===== src/rtl/lsr_pkg.sv =====
// shared constants, register map and carrier types for the lcd source, range and segment register bank
package lsr_pkg;

  // data widths
  localparam int unsigned DATA_W     = 16;
  localparam int unsigned SEG_HIGH_W = 8;
  localparam int unsigned ADDR_W     = 4;

  // register indices on the register port
  localparam logic [3:0] REG_CTRL      = 4'h0;
  localparam logic [3:0] REG_STATUS    = 4'h1;
  localparam logic [3:0] REG_OVER_LIM  = 4'h2;
  localparam logic [3:0] REG_UNDER_LIM = 4'h3;
  localparam logic [3:0] REG_SEG_LOW   = 4'h4;
  localparam logic [3:0] REG_SEG_MID   = 4'h5;
  localparam logic [3:0] REG_SEG_HIGH  = 4'h6;
  localparam logic [3:0] REG_OFFSET    = 4'h7;
  localparam logic [3:0] REG_LCD_DATA  = 4'h8;
  localparam logic [3:0] REG_RESULT    = 4'h9;

  // values after reset
  localparam logic [15:0] CTRL_RST      = 16'h0000;
  localparam logic [15:0] OVER_RST_35   = 16'h7cf0;
  localparam logic [15:0] OVER_RST_45   = 16'h4e1f;
  localparam logic [15:0] UNDER_RST_35  = 16'h8300;
  localparam logic [15:0] UNDER_RST_45  = 16'hb1e0;
  localparam logic [15:0] SEG_RST       = 16'h0000;
  localparam logic [7:0]  SEG_HIGH_RST  = 8'h00;
  localparam logic [15:0] OFFSET_RST    = 16'h0000;
  localparam logic [15:0] LCD_DATA_RST  = 16'h0000;
  localparam logic [15:0] RESULT_RST    = 16'h0000;

  // control register field positions
  localparam int unsigned CTRL_HOST_SEL_BIT   = 15;
  localparam int unsigned CTRL_HOLD_BIT       = 7;
  localparam int unsigned CTRL_PEAK_BIT       = 6;
  localparam int unsigned CTRL_CLEAR_ALL_BIT  = 4;
  localparam int unsigned CTRL_DIRECT_SEG_BIT = 3;

  // status register field positions
  localparam int unsigned STAT_OVER_BIT  = 6;
  localparam int unsigned STAT_UNDER_BIT = 5;

  // reserved low bit of the control and 16-bit segment registers
  localparam logic [15:0] RSVD_BIT0_MASK = 16'hfffe;

  // display source, in falling priority
  typedef enum logic [2:0] {
    LSR_SRC_SEGMENTS,
    LSR_SRC_HOST,
    LSR_SRC_HELD,
    LSR_SRC_PEAK,
    LSR_SRC_LIVE
  } lsr_src_t;

  // what the lcd waveform generator is asked to render
  typedef enum logic [1:0] {
    LSR_SHOW_VALUE,
    LSR_SHOW_OVER,
    LSR_SHOW_UNDER,
    LSR_SHOW_SEGMENTS
  } lsr_show_t;

  // display request: mode and two's complement value
  typedef struct packed {
    lsr_show_t   show;
    logic [15:0] value;
  } lsr_disp_t;

  // one digit, active-high segment on
  typedef struct packed {
    logic dp;
    logic g;
    logic f;
    logic e;
    logic d;
    logic c;
    logic b;
    logic a;
  } lsr_digit_t;

  // every segment the driver can light, active-high on
  typedef struct packed {
    lsr_digit_t digit4;
    lsr_digit_t digit3;
    lsr_digit_t digit2;
    lsr_digit_t digit1;
    logic       minus_sign;
    logic       lead_one_pos5;
    logic       lead_one_pos4;
    logic       custom_ann;
    logic       battery_ann;
    logic       hold_ann;
    logic       peak_ann;
  } lsr_seg_t;

endpackage


===== src/rtl/lsr_regs.sv =====
// register bank: display source selection, range limits, segment registers and custom offset
`timescale 1ns/1ps
`default_nettype none
module lsr_regs #(
  parameter bit          FOUR_HALF_DIGIT = 1'b1,
  parameter int unsigned DATA_W          = 16
) (
  // clock and reset
  input  wire logic                  ref_clk,
  input  wire logic                  reset,
  // register port from the serial interface
  input  wire logic [3:0]            reg_addr,
  input  wire logic                  reg_wr,
  input  wire logic [15:0]           reg_wr_data,
  input  wire logic                  reg_rd,
  output logic [15:0]                reg_rd_data,
  input  wire logic                  cs_rise,
  // conversion side
  input  wire logic                  conv_valid,
  input  wire logic [15:0]           conv_calibrated,
  input  wire logic [15:0]           peak_value,
  // result and status
  output logic [15:0]                result_value,
  output logic                       result_valid,
  output logic                       over_limit_flag,
  output logic                       under_limit_flag,
  output logic                       peak_enable,
  // display
  output lsr_pkg::lsr_disp_t         display,
  output lsr_pkg::lsr_seg_t          segments
);

  // widths the logic is built for
  if (DATA_W != lsr_pkg::DATA_W) begin : g_bad_width
    $error("lsr_regs supports a 16-bit data path only");
  end

  // variant dependent reset values of the limits
  // over limit reset per variant
  localparam logic [15:0] OVER_RST  = FOUR_HALF_DIGIT ? lsr_pkg::OVER_RST_45 : lsr_pkg::OVER_RST_35;
  localparam logic [15:0] UNDER_RST = FOUR_HALF_DIGIT ? lsr_pkg::UNDER_RST_45 : lsr_pkg::UNDER_RST_35;

  // register state
  logic [15:0]        ctrl_q;
  logic [15:0]        over_limit_value_q;
  logic [15:0]        under_limit_value_q;
  logic [15:0]        segment_bits_low_q;
  logic [15:0]        segment_bits_mid_q;
  logic [7:0]         segment_bits_high_q;
  logic [15:0]        user_offset_value_q;
  logic [15:0]        lcd_data_q;
  logic [15:0]        result_q;
  logic               result_valid_q;
  logic [15:0]        rd_data_q;
  lsr_pkg::lsr_disp_t display_q;
  lsr_pkg::lsr_seg_t  segments_q;

  // decoded controls
  logic               host_select;
  logic               hold_select;
  logic               peak_select;
  logic               clear_all_bit;
  logic               direct_segment_select;
  logic               clear_all;
  logic               status_clr;
  logic               over_flag;
  logic               under_flag;
  logic               over_now;
  logic               under_now;
  lsr_pkg::lsr_src_t  src;
  lsr_pkg::lsr_seg_t  seg_mapped;
  lsr_pkg::lsr_disp_t display_d;
  logic [15:0]        rd_data_d;
  logic [15:0]        status_word;

  // write strobe for one register index
  function automatic logic wr_hit(input logic wr, input logic [3:0] addr, input logic [3:0] idx);
    wr_hit = wr && (addr == idx);
  endfunction

  // control fields
  assign host_select           = ctrl_q[lsr_pkg::CTRL_HOST_SEL_BIT];
  assign hold_select           = ctrl_q[lsr_pkg::CTRL_HOLD_BIT];
  assign peak_select           = ctrl_q[lsr_pkg::CTRL_PEAK_BIT];
  assign clear_all_bit         = ctrl_q[lsr_pkg::CTRL_CLEAR_ALL_BIT];
  assign direct_segment_select = ctrl_q[lsr_pkg::CTRL_DIRECT_SEG_BIT];

  // clear all on chip select rising edge
  assign clear_all  = cs_rise && clear_all_bit;
  assign status_clr = reg_rd && (reg_addr == lsr_pkg::REG_STATUS);

  // control register, reserved bit zero reads back as zero
  always_ff @(posedge ref_clk or posedge reset) begin
    if (reset) begin
      ctrl_q <= lsr_pkg::CTRL_RST;
    end else if (clear_all) begin
      ctrl_q <= lsr_pkg::CTRL_RST;
    end else if (wr_hit(reg_wr, reg_addr, lsr_pkg::REG_CTRL)) begin
      ctrl_q <= reg_wr_data & lsr_pkg::RSVD_BIT0_MASK;
    end
  end

  always_ff @(posedge ref_clk or posedge reset) begin
    if (reset) begin
      over_limit_value_q <= OVER_RST;
    end else if (clear_all) begin
      over_limit_value_q <= OVER_RST;
    end else if (wr_hit(reg_wr, reg_addr, lsr_pkg::REG_OVER_LIM)) begin
      over_limit_value_q <= reg_wr_data;
    end
  end

  always_ff @(posedge ref_clk or posedge reset) begin
    if (reset) begin
      under_limit_value_q <= UNDER_RST;
    end else if (clear_all) begin
      under_limit_value_q <= UNDER_RST;
    end else if (wr_hit(reg_wr, reg_addr, lsr_pkg::REG_UNDER_LIM)) begin
      under_limit_value_q <= reg_wr_data;
    end
  end

  always_ff @(posedge ref_clk or posedge reset) begin
    if (reset) begin
      segment_bits_low_q  <= lsr_pkg::SEG_RST;
      segment_bits_mid_q  <= lsr_pkg::SEG_RST;
      segment_bits_high_q <= lsr_pkg::SEG_HIGH_RST;
    end else if (clear_all) begin
      segment_bits_low_q  <= lsr_pkg::SEG_RST;
      segment_bits_mid_q  <= lsr_pkg::SEG_RST;
      segment_bits_high_q <= lsr_pkg::SEG_HIGH_RST;
    end else begin
      if (wr_hit(reg_wr, reg_addr, lsr_pkg::REG_SEG_LOW)) begin
        segment_bits_low_q <= reg_wr_data & lsr_pkg::RSVD_BIT0_MASK;
      end
      if (wr_hit(reg_wr, reg_addr, lsr_pkg::REG_SEG_MID)) begin
        segment_bits_mid_q <= reg_wr_data & lsr_pkg::RSVD_BIT0_MASK;
      end
      if (wr_hit(reg_wr, reg_addr, lsr_pkg::REG_SEG_HIGH)) begin
        segment_bits_high_q <= reg_wr_data[7:0];
      end
    end
  end

  // custom offset register
  always_ff @(posedge ref_clk or posedge reset) begin
    if (reset) begin
      user_offset_value_q <= lsr_pkg::OFFSET_RST;
    end else if (clear_all) begin
      user_offset_value_q <= lsr_pkg::OFFSET_RST;
    end else if (wr_hit(reg_wr, reg_addr, lsr_pkg::REG_OFFSET)) begin
      user_offset_value_q <= reg_wr_data;
    end
  end

  // result is calibrated input minus offset, wrapping in 16 bits
  always_ff @(posedge ref_clk or posedge reset) begin
    if (reset) begin
      result_q       <= lsr_pkg::RESULT_RST;
      result_valid_q <= 1'b0;
    end else if (clear_all) begin
      result_q       <= lsr_pkg::RESULT_RST;
      result_valid_q <= 1'b0;
    end else begin
      result_valid_q <= conv_valid;
      if (conv_valid) begin
        result_q <= 16'(conv_calibrated - user_offset_value_q);
      end
    end
  end

  // display data register: host writes win, conversions load it unless held or host selected
  always_ff @(posedge ref_clk or posedge reset) begin
    if (reset) begin
      lcd_data_q <= lsr_pkg::LCD_DATA_RST;
    end else if (clear_all) begin
      lcd_data_q <= lsr_pkg::LCD_DATA_RST;
    end else if (wr_hit(reg_wr, reg_addr, lsr_pkg::REG_LCD_DATA)) begin
      lcd_data_q <= reg_wr_data;
    end else if (result_valid_q && !host_select && !hold_select) begin
      lcd_data_q <= peak_select ? peak_value : result_q;
    end
  end

  // limits checked on each new aligned result
  lsr_limit_cmp u_limit_cmp (
    .ref_clk           (ref_clk),
    .reset             (reset),
    .clear_all         (clear_all),
    .sample            (result_valid_q),
    .result            (result_q),
    .over_limit_value  (over_limit_value_q),
    .under_limit_value (under_limit_value_q),
    .status_clr        (status_clr),
    .over_flag_q       (over_flag),
    .under_flag_q      (under_flag),
    .over_now_q        (over_now),
    .under_now_q       (under_now)
  );

  // segment registers turned into driver segments
  lsr_seg_map #(
    .FOUR_HALF_DIGIT (FOUR_HALF_DIGIT)
  ) u_seg_map (
    .segment_bits_low  (segment_bits_low_q),
    .segment_bits_mid  (segment_bits_mid_q),
    .segment_bits_high (segment_bits_high_q),
    .seg_on            (seg_mapped)
  );

  always_comb begin
    if (direct_segment_select) begin
      // direct segments override every other select
      src = lsr_pkg::LSR_SRC_SEGMENTS;
    end else if (host_select) begin
      src = lsr_pkg::LSR_SRC_HOST;
    end else if (hold_select) begin
      src = lsr_pkg::LSR_SRC_HELD;
    end else if (peak_select) begin
      src = lsr_pkg::LSR_SRC_PEAK;
    end else begin
      src = lsr_pkg::LSR_SRC_LIVE;
    end
  end

  // display request for the chosen source
  always_comb begin
    display_d = '{show: lsr_pkg::LSR_SHOW_VALUE, value: 16'h0000};
    unique case (src)
      // data register hidden while segments are direct
      lsr_pkg::LSR_SRC_SEGMENTS: display_d.show = lsr_pkg::LSR_SHOW_SEGMENTS;
      lsr_pkg::LSR_SRC_HOST:     display_d.value = lcd_data_q;
      lsr_pkg::LSR_SRC_HELD:     display_d.value = lcd_data_q;
      lsr_pkg::LSR_SRC_PEAK:     display_d.value = peak_value;
      lsr_pkg::LSR_SRC_LIVE: begin
        display_d.value = result_q;
        if (over_now) begin
          display_d.show = lsr_pkg::LSR_SHOW_OVER;
        // minus one and dashes on underrange
        end else if (under_now) begin
          display_d.show = lsr_pkg::LSR_SHOW_UNDER;
        end
      end
    endcase
  end

  always_ff @(posedge ref_clk or posedge reset) begin
    if (reset) begin
      display_q  <= '{show: lsr_pkg::LSR_SHOW_VALUE, value: 16'h0000};
      segments_q <= '0;
    end else begin
      display_q  <= display_d;
      // segment drivers follow registers only in direct mode
      segments_q <= direct_segment_select ? seg_mapped : '0;
    end
  end

  // status word: over and under sticky flags
  always_comb begin
    status_word                          = 16'h0000;
    status_word[lsr_pkg::STAT_OVER_BIT]  = over_flag;
    status_word[lsr_pkg::STAT_UNDER_BIT] = under_flag;
  end

  // read multiplexer, unmapped indices read zero
  always_comb begin
    unique case (reg_addr)
      lsr_pkg::REG_CTRL:      rd_data_d = ctrl_q;
      lsr_pkg::REG_STATUS:    rd_data_d = status_word;
      lsr_pkg::REG_OVER_LIM:  rd_data_d = over_limit_value_q;
      lsr_pkg::REG_UNDER_LIM: rd_data_d = under_limit_value_q;
      lsr_pkg::REG_SEG_LOW:   rd_data_d = segment_bits_low_q;
      lsr_pkg::REG_SEG_MID:   rd_data_d = segment_bits_mid_q;
      lsr_pkg::REG_SEG_HIGH:  rd_data_d = {8'h00, segment_bits_high_q};
      lsr_pkg::REG_OFFSET:    rd_data_d = user_offset_value_q;
      lsr_pkg::REG_LCD_DATA:  rd_data_d = lcd_data_q;
      lsr_pkg::REG_RESULT:    rd_data_d = result_q;
      default:                rd_data_d = 16'h0000;
    endcase
  end

  // read data captured on the read strobe
  always_ff @(posedge ref_clk or posedge reset) begin
    if (reset) begin
      rd_data_q <= 16'h0000;
    end else if (reg_rd) begin
      rd_data_q <= rd_data_d;
    end
  end

  // outputs
  assign reg_rd_data      = rd_data_q;
  assign result_value     = result_q;
  assign result_valid     = result_valid_q;
  assign over_limit_flag  = over_flag;
  assign under_limit_flag = under_flag;
  assign peak_enable      = peak_select;
  assign display          = display_q;
  assign segments         = segments_q;

endmodule
`default_nettype wire


===== src/rtl/lsr_limit_cmp.sv =====
// signed over and under limit comparison with sticky status flags
`timescale 1ns/1ps
`default_nettype none
module lsr_limit_cmp (
  // clock and reset
  input  wire logic        ref_clk,
  input  wire logic        reset,
  input  wire logic        clear_all,
  // result and limits
  input  wire logic        sample,
  input  wire logic [15:0] result,
  input  wire logic [15:0] over_limit_value,
  input  wire logic [15:0] under_limit_value,
  // status clear on read
  input  wire logic        status_clr,
  // flags
  output logic             over_flag_q,
  output logic             under_flag_q,
  output logic             over_now_q,
  output logic             under_now_q
);

  logic over_hit;
  logic under_hit;

  assign over_hit  = $signed(result) > $signed(over_limit_value);
  assign under_hit = $signed(result) < $signed(under_limit_value);

  always_ff @(posedge ref_clk or posedge reset) begin
    if (reset) begin
      over_now_q  <= 1'b0;
      under_now_q <= 1'b0;
    end else if (clear_all) begin
      over_now_q  <= 1'b0;
      under_now_q <= 1'b0;
    end else if (sample) begin
      over_now_q  <= over_hit;
      under_now_q <= under_hit;
    end
  end

  // over flag latches, set beats clear
  always_ff @(posedge ref_clk or posedge reset) begin
    if (reset) begin
      over_flag_q <= 1'b0;
    end else if (clear_all) begin
      over_flag_q <= 1'b0;
    end else if (sample && over_hit) begin
      over_flag_q <= 1'b1;
    end else if (status_clr) begin
      over_flag_q <= 1'b0;
    end
  end

  // under flag sets, set beats clear
  always_ff @(posedge ref_clk or posedge reset) begin
    if (reset) begin
      under_flag_q <= 1'b0;
    end else if (clear_all) begin
      under_flag_q <= 1'b0;
    end else if (sample && under_hit) begin
      under_flag_q <= 1'b1;
    end else if (status_clr) begin
      under_flag_q <= 1'b0;
    end
  end

endmodule
`default_nettype wire


===== src/rtl/lsr_seg_map.sv =====
// maps the three active-low segment registers onto active-high driver segments
`timescale 1ns/1ps
`default_nettype none
module lsr_seg_map #(
  parameter bit FOUR_HALF_DIGIT = 1'b1
) (
  // segment registers
  input  wire logic [15:0] segment_bits_low,
  input  wire logic [15:0] segment_bits_mid,
  input  wire logic [7:0]  segment_bits_high,
  // driver segments
  output lsr_pkg::lsr_seg_t seg_on
);

  logic [15:0] lo_on;
  logic [15:0] mid_on;
  logic [7:0]  hi_on;

  // a zero bit lights its segment
  assign lo_on  = ~segment_bits_low;
  assign mid_on = ~segment_bits_mid;
  assign hi_on  = ~segment_bits_high;

  assign seg_on.digit2.a    = lo_on[15];
  assign seg_on.digit2.g    = lo_on[14];
  assign seg_on.digit2.d    = lo_on[13];
  assign seg_on.digit2.f    = lo_on[12];
  assign seg_on.digit2.e    = lo_on[11];
  assign seg_on.digit2.dp   = lo_on[10];
  assign seg_on.custom_ann  = lo_on[9];
  assign seg_on.digit1      = '{dp: lo_on[1], g: lo_on[5], f: lo_on[3], e: lo_on[2],
                                d: lo_on[4], c: lo_on[7], b: lo_on[8], a: lo_on[6]};

  assign seg_on.minus_sign  = mid_on[12];
  assign seg_on.digit3      = '{dp: mid_on[4], g: mid_on[8], f: mid_on[6], e: mid_on[5],
                                d: mid_on[7], c: mid_on[10], b: mid_on[11], a: mid_on[9]};
  assign seg_on.battery_ann = mid_on[3];
  assign seg_on.digit2.b    = mid_on[2];
  assign seg_on.digit2.c    = mid_on[1];

  assign seg_on.peak_ann    = hi_on[7];
  assign seg_on.hold_ann    = hi_on[6];

  // leading one goes to position five or four
  assign seg_on.lead_one_pos5 = FOUR_HALF_DIGIT ? hi_on[5] : 1'b0;
  assign seg_on.lead_one_pos4 = FOUR_HALF_DIGIT ? 1'b0 : hi_on[5];

  // digit four only exists on the wider panel
  assign seg_on.digit4 = FOUR_HALF_DIGIT ?
    lsr_pkg::lsr_digit_t'{dp: mid_on[13], g: hi_on[1], f: mid_on[15], e: mid_on[14],
                          d: hi_on[0], c: hi_on[3], b: hi_on[4], a: hi_on[2]} : lsr_pkg::lsr_digit_t'(8'h00);

endmodule
`default_nettype wire


===== config.mk =====
export PLATFORM = sky130hd
export DESIGN_NAME = lsr_regs
export DESIGN_NICKNAME = d
export VERILOG_FILES = /design/src/rtl/lsr_pkg.sv /design/src/rtl/lsr_regs.sv /design/src/rtl/lsr_limit_cmp.sv /design/src/rtl/lsr_seg_map.sv
export SDC_FILE = /design/constraint.sdc
export NUM_CORES = 1
export LEC_CHECK = 0
export BUFFER_PORTS_ARGS = -buffer_cell sky130_fd_sc_hd__buf_2
export CAP_MARGIN = 20
export CORE_ASPECT_RATIO = 0.9
export CORE_MARGIN = 2
export CORE_UTILIZATION = 54
export CTS_BUF_LIST = sky130_fd_sc_hd__clkbuf_4 sky130_fd_sc_hd__clkbuf_8
export DETAILED_ROUTE_END_ITERATION = 10
export GPL_ROUTABILITY_DRIVEN = 0
export GPL_TIMING_DRIVEN = 0
export PLACE_DENSITY_LB_ADDON = 0.05
export SYNTH_ARGS = -nofsm -noshare
export SYNTH_HDL_FRONTEND = slang
export SYNTH_SLANG_ARGS = --single-unit

===== constraint.sdc =====
create_clock -name ref_clk -period 6.4 [get_ports ref_clk]
set_input_delay 0.32 -clock ref_clk [delete_from_list [all_inputs] [get_ports ref_clk]]
set_output_delay 0.32 -clock ref_clk [all_outputs]
set_load 0.05 [all_outputs]

* Word level (Yosys, flattened, before mapping)
Cells that the tools add are included.
Storage, ports and cells: flip-flop bits (word level) 214, input bits 58, output and inout bits 93, logic and storage cells 146
Operators by class: $add $sub $neg 1, $lt $le $gt $ge 2, equality and inequality tests 13, muxes and demuxes 40, bitwise logic cells 3, reductions and logical operators 31
Operators by type and width (number):
- 16-bit two-way mux | 18
- 16-bit case mux with 10 select lines | 1
- 16-bit case mux with 3 select lines | 1
- 39-bit two-way mux | 1
- 16-bit NOT | 2
- 2-bit nonzero test | 9
- 4-bit by 3-bit == test with 1-bit output (second input constant) | 4
- 16-bit greater-than comparator | 1
- 16-bit < comparator | 1
- 8-bit two-way mux | 2
- 16-bit subtractor | 1
- 1-bit logical AND | 14
- 3-bit two-way mux | 4
- 1-bit two-way mux | 10
- 3-bit nonzero test | 3
- 4-bit by 2-bit == test with 1-bit output (second input constant) | 2
- 4-bit == test (second input constant) | 2
- 8-bit NOT | 1
- 3-bit by 2-bit == test with 1-bit output (second input constant) | 2
- 4-bit by 1-bit == test with 1-bit output (second input constant) | 1
- 4-bit zero test | 1
- 2-bit two-way mux | 2
- 2-bit case mux with 2 select lines | 1
- 3-bit by 1-bit == test with 1-bit output (second input constant) | 1
- 4 further kinds | 5

* Depth between registers and ports, before layout
word-level depth 7, depth in mapped cells 10, depth with buffers taken out 10

* Hierarchy
From an unflattened synthesis, not the netlist that was laid out.
Unflattened totals: cells, all modules 1248, area, all modules 11119.4 um^2
Modules (own cells, without submodules):
- lsr_regs | times used 1, cells an instance 1078, area each 9977.1 um^2, sequential area each 5200.0 um^2
- lsr_limit_cmp | times used 1, cells an instance 130, area each 988.4 um^2, sequential area each 100.1 um^2
- lsr_seg_map | times used 1, cells an instance 40, area each 153.9 um^2, sequential area each 0.0 um^2

* Least setup slack after synthesis
OpenSTA, ideal clock, no wires.
kind flip-flop to flip-flop, from register result_q[7], in the netlist result_value[7], to register u_limit_cmp.over_now_q, library setup time 0.136 ns, arrival 2.196 ns, data required time 6.264 ns, slack 4.068 ns, cell stages (with the launch flop) 8, buffers on the path 0, period minus slack after synthesis 2.332 ns, cell sequence dfrtp_1 > ha_1 > a21oi_1 > o21ai_0 > a211o_1 > or4_1 > o2111ai_1 > a21oi_1
Between the ends: longest elaborated chain between the ends 3
Ends and longest elaborated chain:
- from (decl) | RTL line lsr_regs.sv:52 | logic [15:0] result_q;
- from (signal assigned) | RTL line lsr_regs.sv:159 | result_q <= lsr_pkg::RESULT_RST;
- from (signal assigned) | RTL line lsr_regs.sv:162 | result_q <= lsr_pkg::RESULT_RST;
- from (signal assigned) | RTL line lsr_regs.sv:167 | result_q <= 16'(conv_calibrated - user_offset_value_q);
- 16-bit greater-than comparator | RTL line lsr_limit_cmp.sv:26 | assign over_hit = $signed(result) > $signed(over_limit_value);
- 1-bit two-way mux | RTL line lsr_limit_cmp.sv:36 | end else if (sample) begin
- 1-bit two-way mux | RTL line lsr_limit_cmp.sv:33 | end else if (clear_all) begin
- to (signal assigned) | RTL line lsr_limit_cmp.sv:37 | over_now_q <= over_hit;
- to (decl) | RTL line lsr_limit_cmp.sv:19 | output logic over_now_q,
Every way passes these cells. The select of a mux whose other input is x is not followed. A chain may end at the register's enable or synchronous reset.

* Final worst setup path
from register result_q[15], in the netlist result_value[15], to register u_limit_cmp.over_flag_q
Between the ends: longest elaborated chain between the ends 4, elaborated cells between the ends (all ways) 5, classes of those cells order compare (1); mux (2); reduce/logical (2)
Ends and longest elaborated chain:
- 16-bit greater-than comparator * | RTL line lsr_limit_cmp.sv:26
- 1-bit logical AND * | RTL line lsr_limit_cmp.sv:48 | end else if (sample && over_hit) begin
- 1-bit two-way mux | RTL line lsr_limit_cmp.sv:48
- 1-bit two-way mux | RTL line lsr_limit_cmp.sv:46 | end else if (clear_all) begin
- to (signal assigned) | RTL line lsr_limit_cmp.sv:45 | over_flag_q <= 1'b0;
- to (signal assigned) | RTL line lsr_limit_cmp.sv:47 | over_flag_q <= 1'b0;
- to (signal assigned) | RTL line lsr_limit_cmp.sv:49 | over_flag_q <= 1'b1;
- to (decl) | RTL line lsr_limit_cmp.sv:17 | output logic over_flag_q,
Every way passes the cells marked *; elsewhere a longest branch is shown, timed or not.

==> results.sh <==
export IMPL_status="completed"
export IMPL_pin_count=151
export IMPL_hold_start="reg_wr_data[0]"
export IMPL_holdPathStages=3
export IMPL_core_area_sq_mm=0.0193
export IMPL_ys_top_cells_by_area="dfrtp_1, nand2_1, ha_1"
export IMPL_switching_share_pct=43.7
export IMPL_grt_busiest_layer="met2"
export IMPL_ys_ff_latch=210
export IMPL_use_met2_pct=52.7
export IMPL_cpMaxStageDelayCell="dfrtp_1"
export IMPL_rsz0062_at_grt="false"
export IMPL_post_drt_via_cell_ratio=6.06
export IMPL_insertion_delay_ns=0.54
export IMPL_clk_pin_slew_ns=0.06
export IMPL_antenna_found_initial=0
export IMPL_row_count=48
export IMPL_cts_tree="done"
export IMPL_diodes=0
export IMPL_synth_cells=1153
export IMPL_fin_util_pct=64.9
export IMPL_finalSetupViolations=0
export IMPL_peakVddDrop_v=0.000287
export IMPL_clockBufferDepth=3
export IMPL_powerDensity_mw_per_mm2=448
export IMPL_final_cell_mix="nand2_1, dfrtp_1, buf_2"
export IMPL_netSwitchingPower_mw=2.45
export IMPL_die_w_um=152
export IMPL_synthFlopType="dfrtp_1"
export IMPL_crit_buf_inv=0
export IMPL_r2r_end="u_limit_cmp.over_flag_q"
export IMPL_grt_max_degree=108
export IMPL_avgSynthCellArea_sq_um=9.26
export IMPL_grt_util_met1_pct=46.7
export IMPL_multiInputGateArea_sq_mm=0.00480
export IMPL_cp_slowest_stage_delay_ns=0.48
export IMPL_syn_area_sq_mm=0.0107
export IMPL_regArea_sq_mm=0.00528
export IMPL_r2r_start="result_value[15]"
export IMPL_wirelength_um=35700
export IMPL_clkSinkCount=210
export IMPL_r2r_cells=7
export IMPL_cp_arrival_ns=3.05
export IMPL_crit_path_cell_trace="ha_1 -> nand4_1 -> nor4_1 -> a21boi_0 -> nor2_1 -> o2111ai_1 -> a21oi_1"
export IMPL_ys_seq_area_share_pct=49.4
export IMPL_synth_cell_type_count=61
export IMPL_synth_fp_nets=1258
export IMPL_drt_first_pass_iters=6
export IMPL_h_tree_depth=2
export IMPL_die_h_um=137
export IMPL_crit_type="reg -> reg"
export IMPL_synth_top_cell_by_area="dfrtp_1"
export IMPL_ff2ff_setup_slack_ns=3.72
export IMPL_tightest_slew_ns=0.816
export IMPL_cp_max_fo=6
export IMPL_wl_per_cell_um=22.2
export IMPL_synth_edf_count=0
export IMPL_crit_path_start_kind="flop"
export IMPL_cts_root_buf="clkbuf_8"
export IMPL_hold_path_class="in -> reg"
export IMPL_fin_crit_ns=2.68
export IMPL_layout_nets=1438
export IMPL_drc=0
export IMPL_total_leakage_power_nw=6.06
export IMPL_fillCellCount=1647
export IMPL_final_setup_tns_ns=0
export IMPL_ant_nets=0
export IMPL_combPwrFrac_pct=39.0
export IMPL_grt_overflow_total=0
export IMPL_slew_viol_final=0
export IMPL_yosysWarnings=0
export IMPL_fin_worst_skew_ns=0.0167
export IMPL_crit_family="compound AO/OA/AOI/OAI gates"
export IMPL_grt_usage_pct=33.8
export IMPL_clockPowerShare_pct=23.2
export IMPL_max_slew_margin_pct=45.3
export IMPL_layout_commonest_cell="nand2_1"
export IMPL_critPathRequiredTime_ns=6.77
export IMPL_routed_via_count=9744
export IMPL_grt_first_pass_wirelength_um=53500
export IMPL_fmax_mhz=373
export IMPL_start_util_pct=55.4
export IMPL_p_seq_share_pct=37.7
export IMPL_internal_power_mw=3.15
export IMPL_hpwl_um=26000
export IMPL_numCtsBuffers=37
export IMPL_hold_viol_final=0
export IMPL_port_buffers=139
export IMPL_end_kind="flop"
export IMPL_drv_cap=0
export IMPL_drive_above_1_share_pct=19.1
export IMPL_period_share_pct=41.9
export IMPL_synth_top_area_share_pct=45.5
export IMPL_syn2layout_area_growth_pct=17.2
export IMPL_holdPathEnd="over_limit_value_q[0]"
export IMPL_use_met3_pct=7.33
export IMPL_drt_iter0_markers=1001
export IMPL_grt_pass1_vias=9217
export IMPL_die_area_sq_mm=0.0209
export IMPL_async_flop_share_pct=100
[through the flow]
step	total power, mW	std cells	area (sq um)	setup slack, ns	hold WS [ns]
2_1_floorplan	3.59	1153	10700	0.369	0.417
3_3_place_gp	4.23	1542	11700	-2.03	0.441
6_report	5.60	1609	12500	3.72	0.0844
5_1_grt	5.88	1609	12500	3.60	0.0994
4_1_cts	5.57	1609	12500	3.87	0.0792
3_5_place_dp	4.27	1543	11700	3.84	0.446
[cells in the mapped netlist (all sizes together) (20+ instances only)]
cell type and number:
nand2 232, nor2 58, ha 46, buf 25, inv 70, clkbuf 55, nor2b 42, a22oi 34
a211oi 20, a21oi 107, o21ai 44, dfrtp 194, mux2i 35
[per-layer routing]
layer / up-vias / share of wire (%)
met5: - / 0
met2: 613 / 44
met4: 0 / 3.8
li1: 4351 / -
met1: 4668 / 42
met3: 112 / 10
[cells by family (layout without fill, tap and decap cells)]
| kind of cell | after synthesis | after routing | share of synthesized area, % |
|---|---|---|---|
| other | 1 | 1 | 0.0351 |
| flip-flops | 210 | 210 | 49.4 |
| AND/OR/NAND/NOR | 398 | 398 | 16.8 |
| buffers and inverters | 151 | 357 | 5.64 |
| AO/OA/AOI/OAI | 296 | 296 | 17.8 |
| adder cells (fa/ha/maj) | 47 | 47 | 5.58 |
| multiplexers | 39 | 39 | 3.81 |
| XOR/XNOR | 11 | 11 | 0.903 |
[power by group through the flow]
| stage | combinational [mW] | sequential, mW | clock [mW] |
|---|---|---|---|
| 2_1_floorplan | 0.991 | 2.60 | 0 |
| 3_3_place_gp | 2.11 | 2.12 | 0 |
| 3_5_place_dp | 2.15 | 2.12 | 0 |
| 4_1_cts | 2.16 | 2.10 | 1.31 |
| 5_1_grt | 2.36 | 2.15 | 1.37 |
| 6_report | 2.19 | 2.11 | 1.30 |
[registers in the layout, summed over array words and instances, names as in the netlist]
signal                    cells
segments                     38
display                      18
lcd_data_q                   16
over_limit_value_q           16
reg_rd_data                  16
result_value                 16
under_limit_value_q          16
user_offset_value_q          16
ctrl_q                       15
segment_bits_low_q           15
segment_bits_mid_q           15
segment_bits_high_q           8
result_valid                  1
u_limit_cmp.over_flag_q       1
u_limit_cmp.over_now_q        1
u_limit_cmp.under_flag_q      1
u_limit_cmp.under_now_q       1
[worst max-delay path by stage]
stage                     startpoint                      end  slack [ns]  cells past startpoint
global route        result_value[15]   u_limit_cmp.over_now_q        3.60                      7
global placement               reset             segments[18]       -2.03                      2
detailed placement       reg_addr[2]    over_limit_value_q[8]        3.84                      7
floorplan                      reset               ctrl_q[10]        0.37                      1
finish              result_value[15]  u_limit_cmp.over_flag_q        3.72                      7
CTS                 result_value[15]   u_limit_cmp.over_now_q        3.87                      7
[layout make-up]
type	count	share of cell area [%]
Clock inverter	4	0.200
Sequential cell	210	42.2
Inverter	71	2.19
Buffer	80	2.68
Tap cell	250	2.50
Timing Repair Buffer	141	5.86
Clock buffer	61	6.01
Multi-Input combinational cell	792	38.4
[what timing repair did]
| item | 4_1_cts | 5_1_grt |
|---|---|---|
| resized for setup | 0 | 0 |
| hold buffers | 1 | 0 |
| endpoints found under the hold margin | 105 | 0 |
| setup buffers | 0 | 0 |
[tightest hold or removal path, stage by stage]
cell and delay, ns:
buf_2 0.14, nand2_1 0.06, nand3_1 0.07
Note: power is estimated with default switching activity, not from simulation.
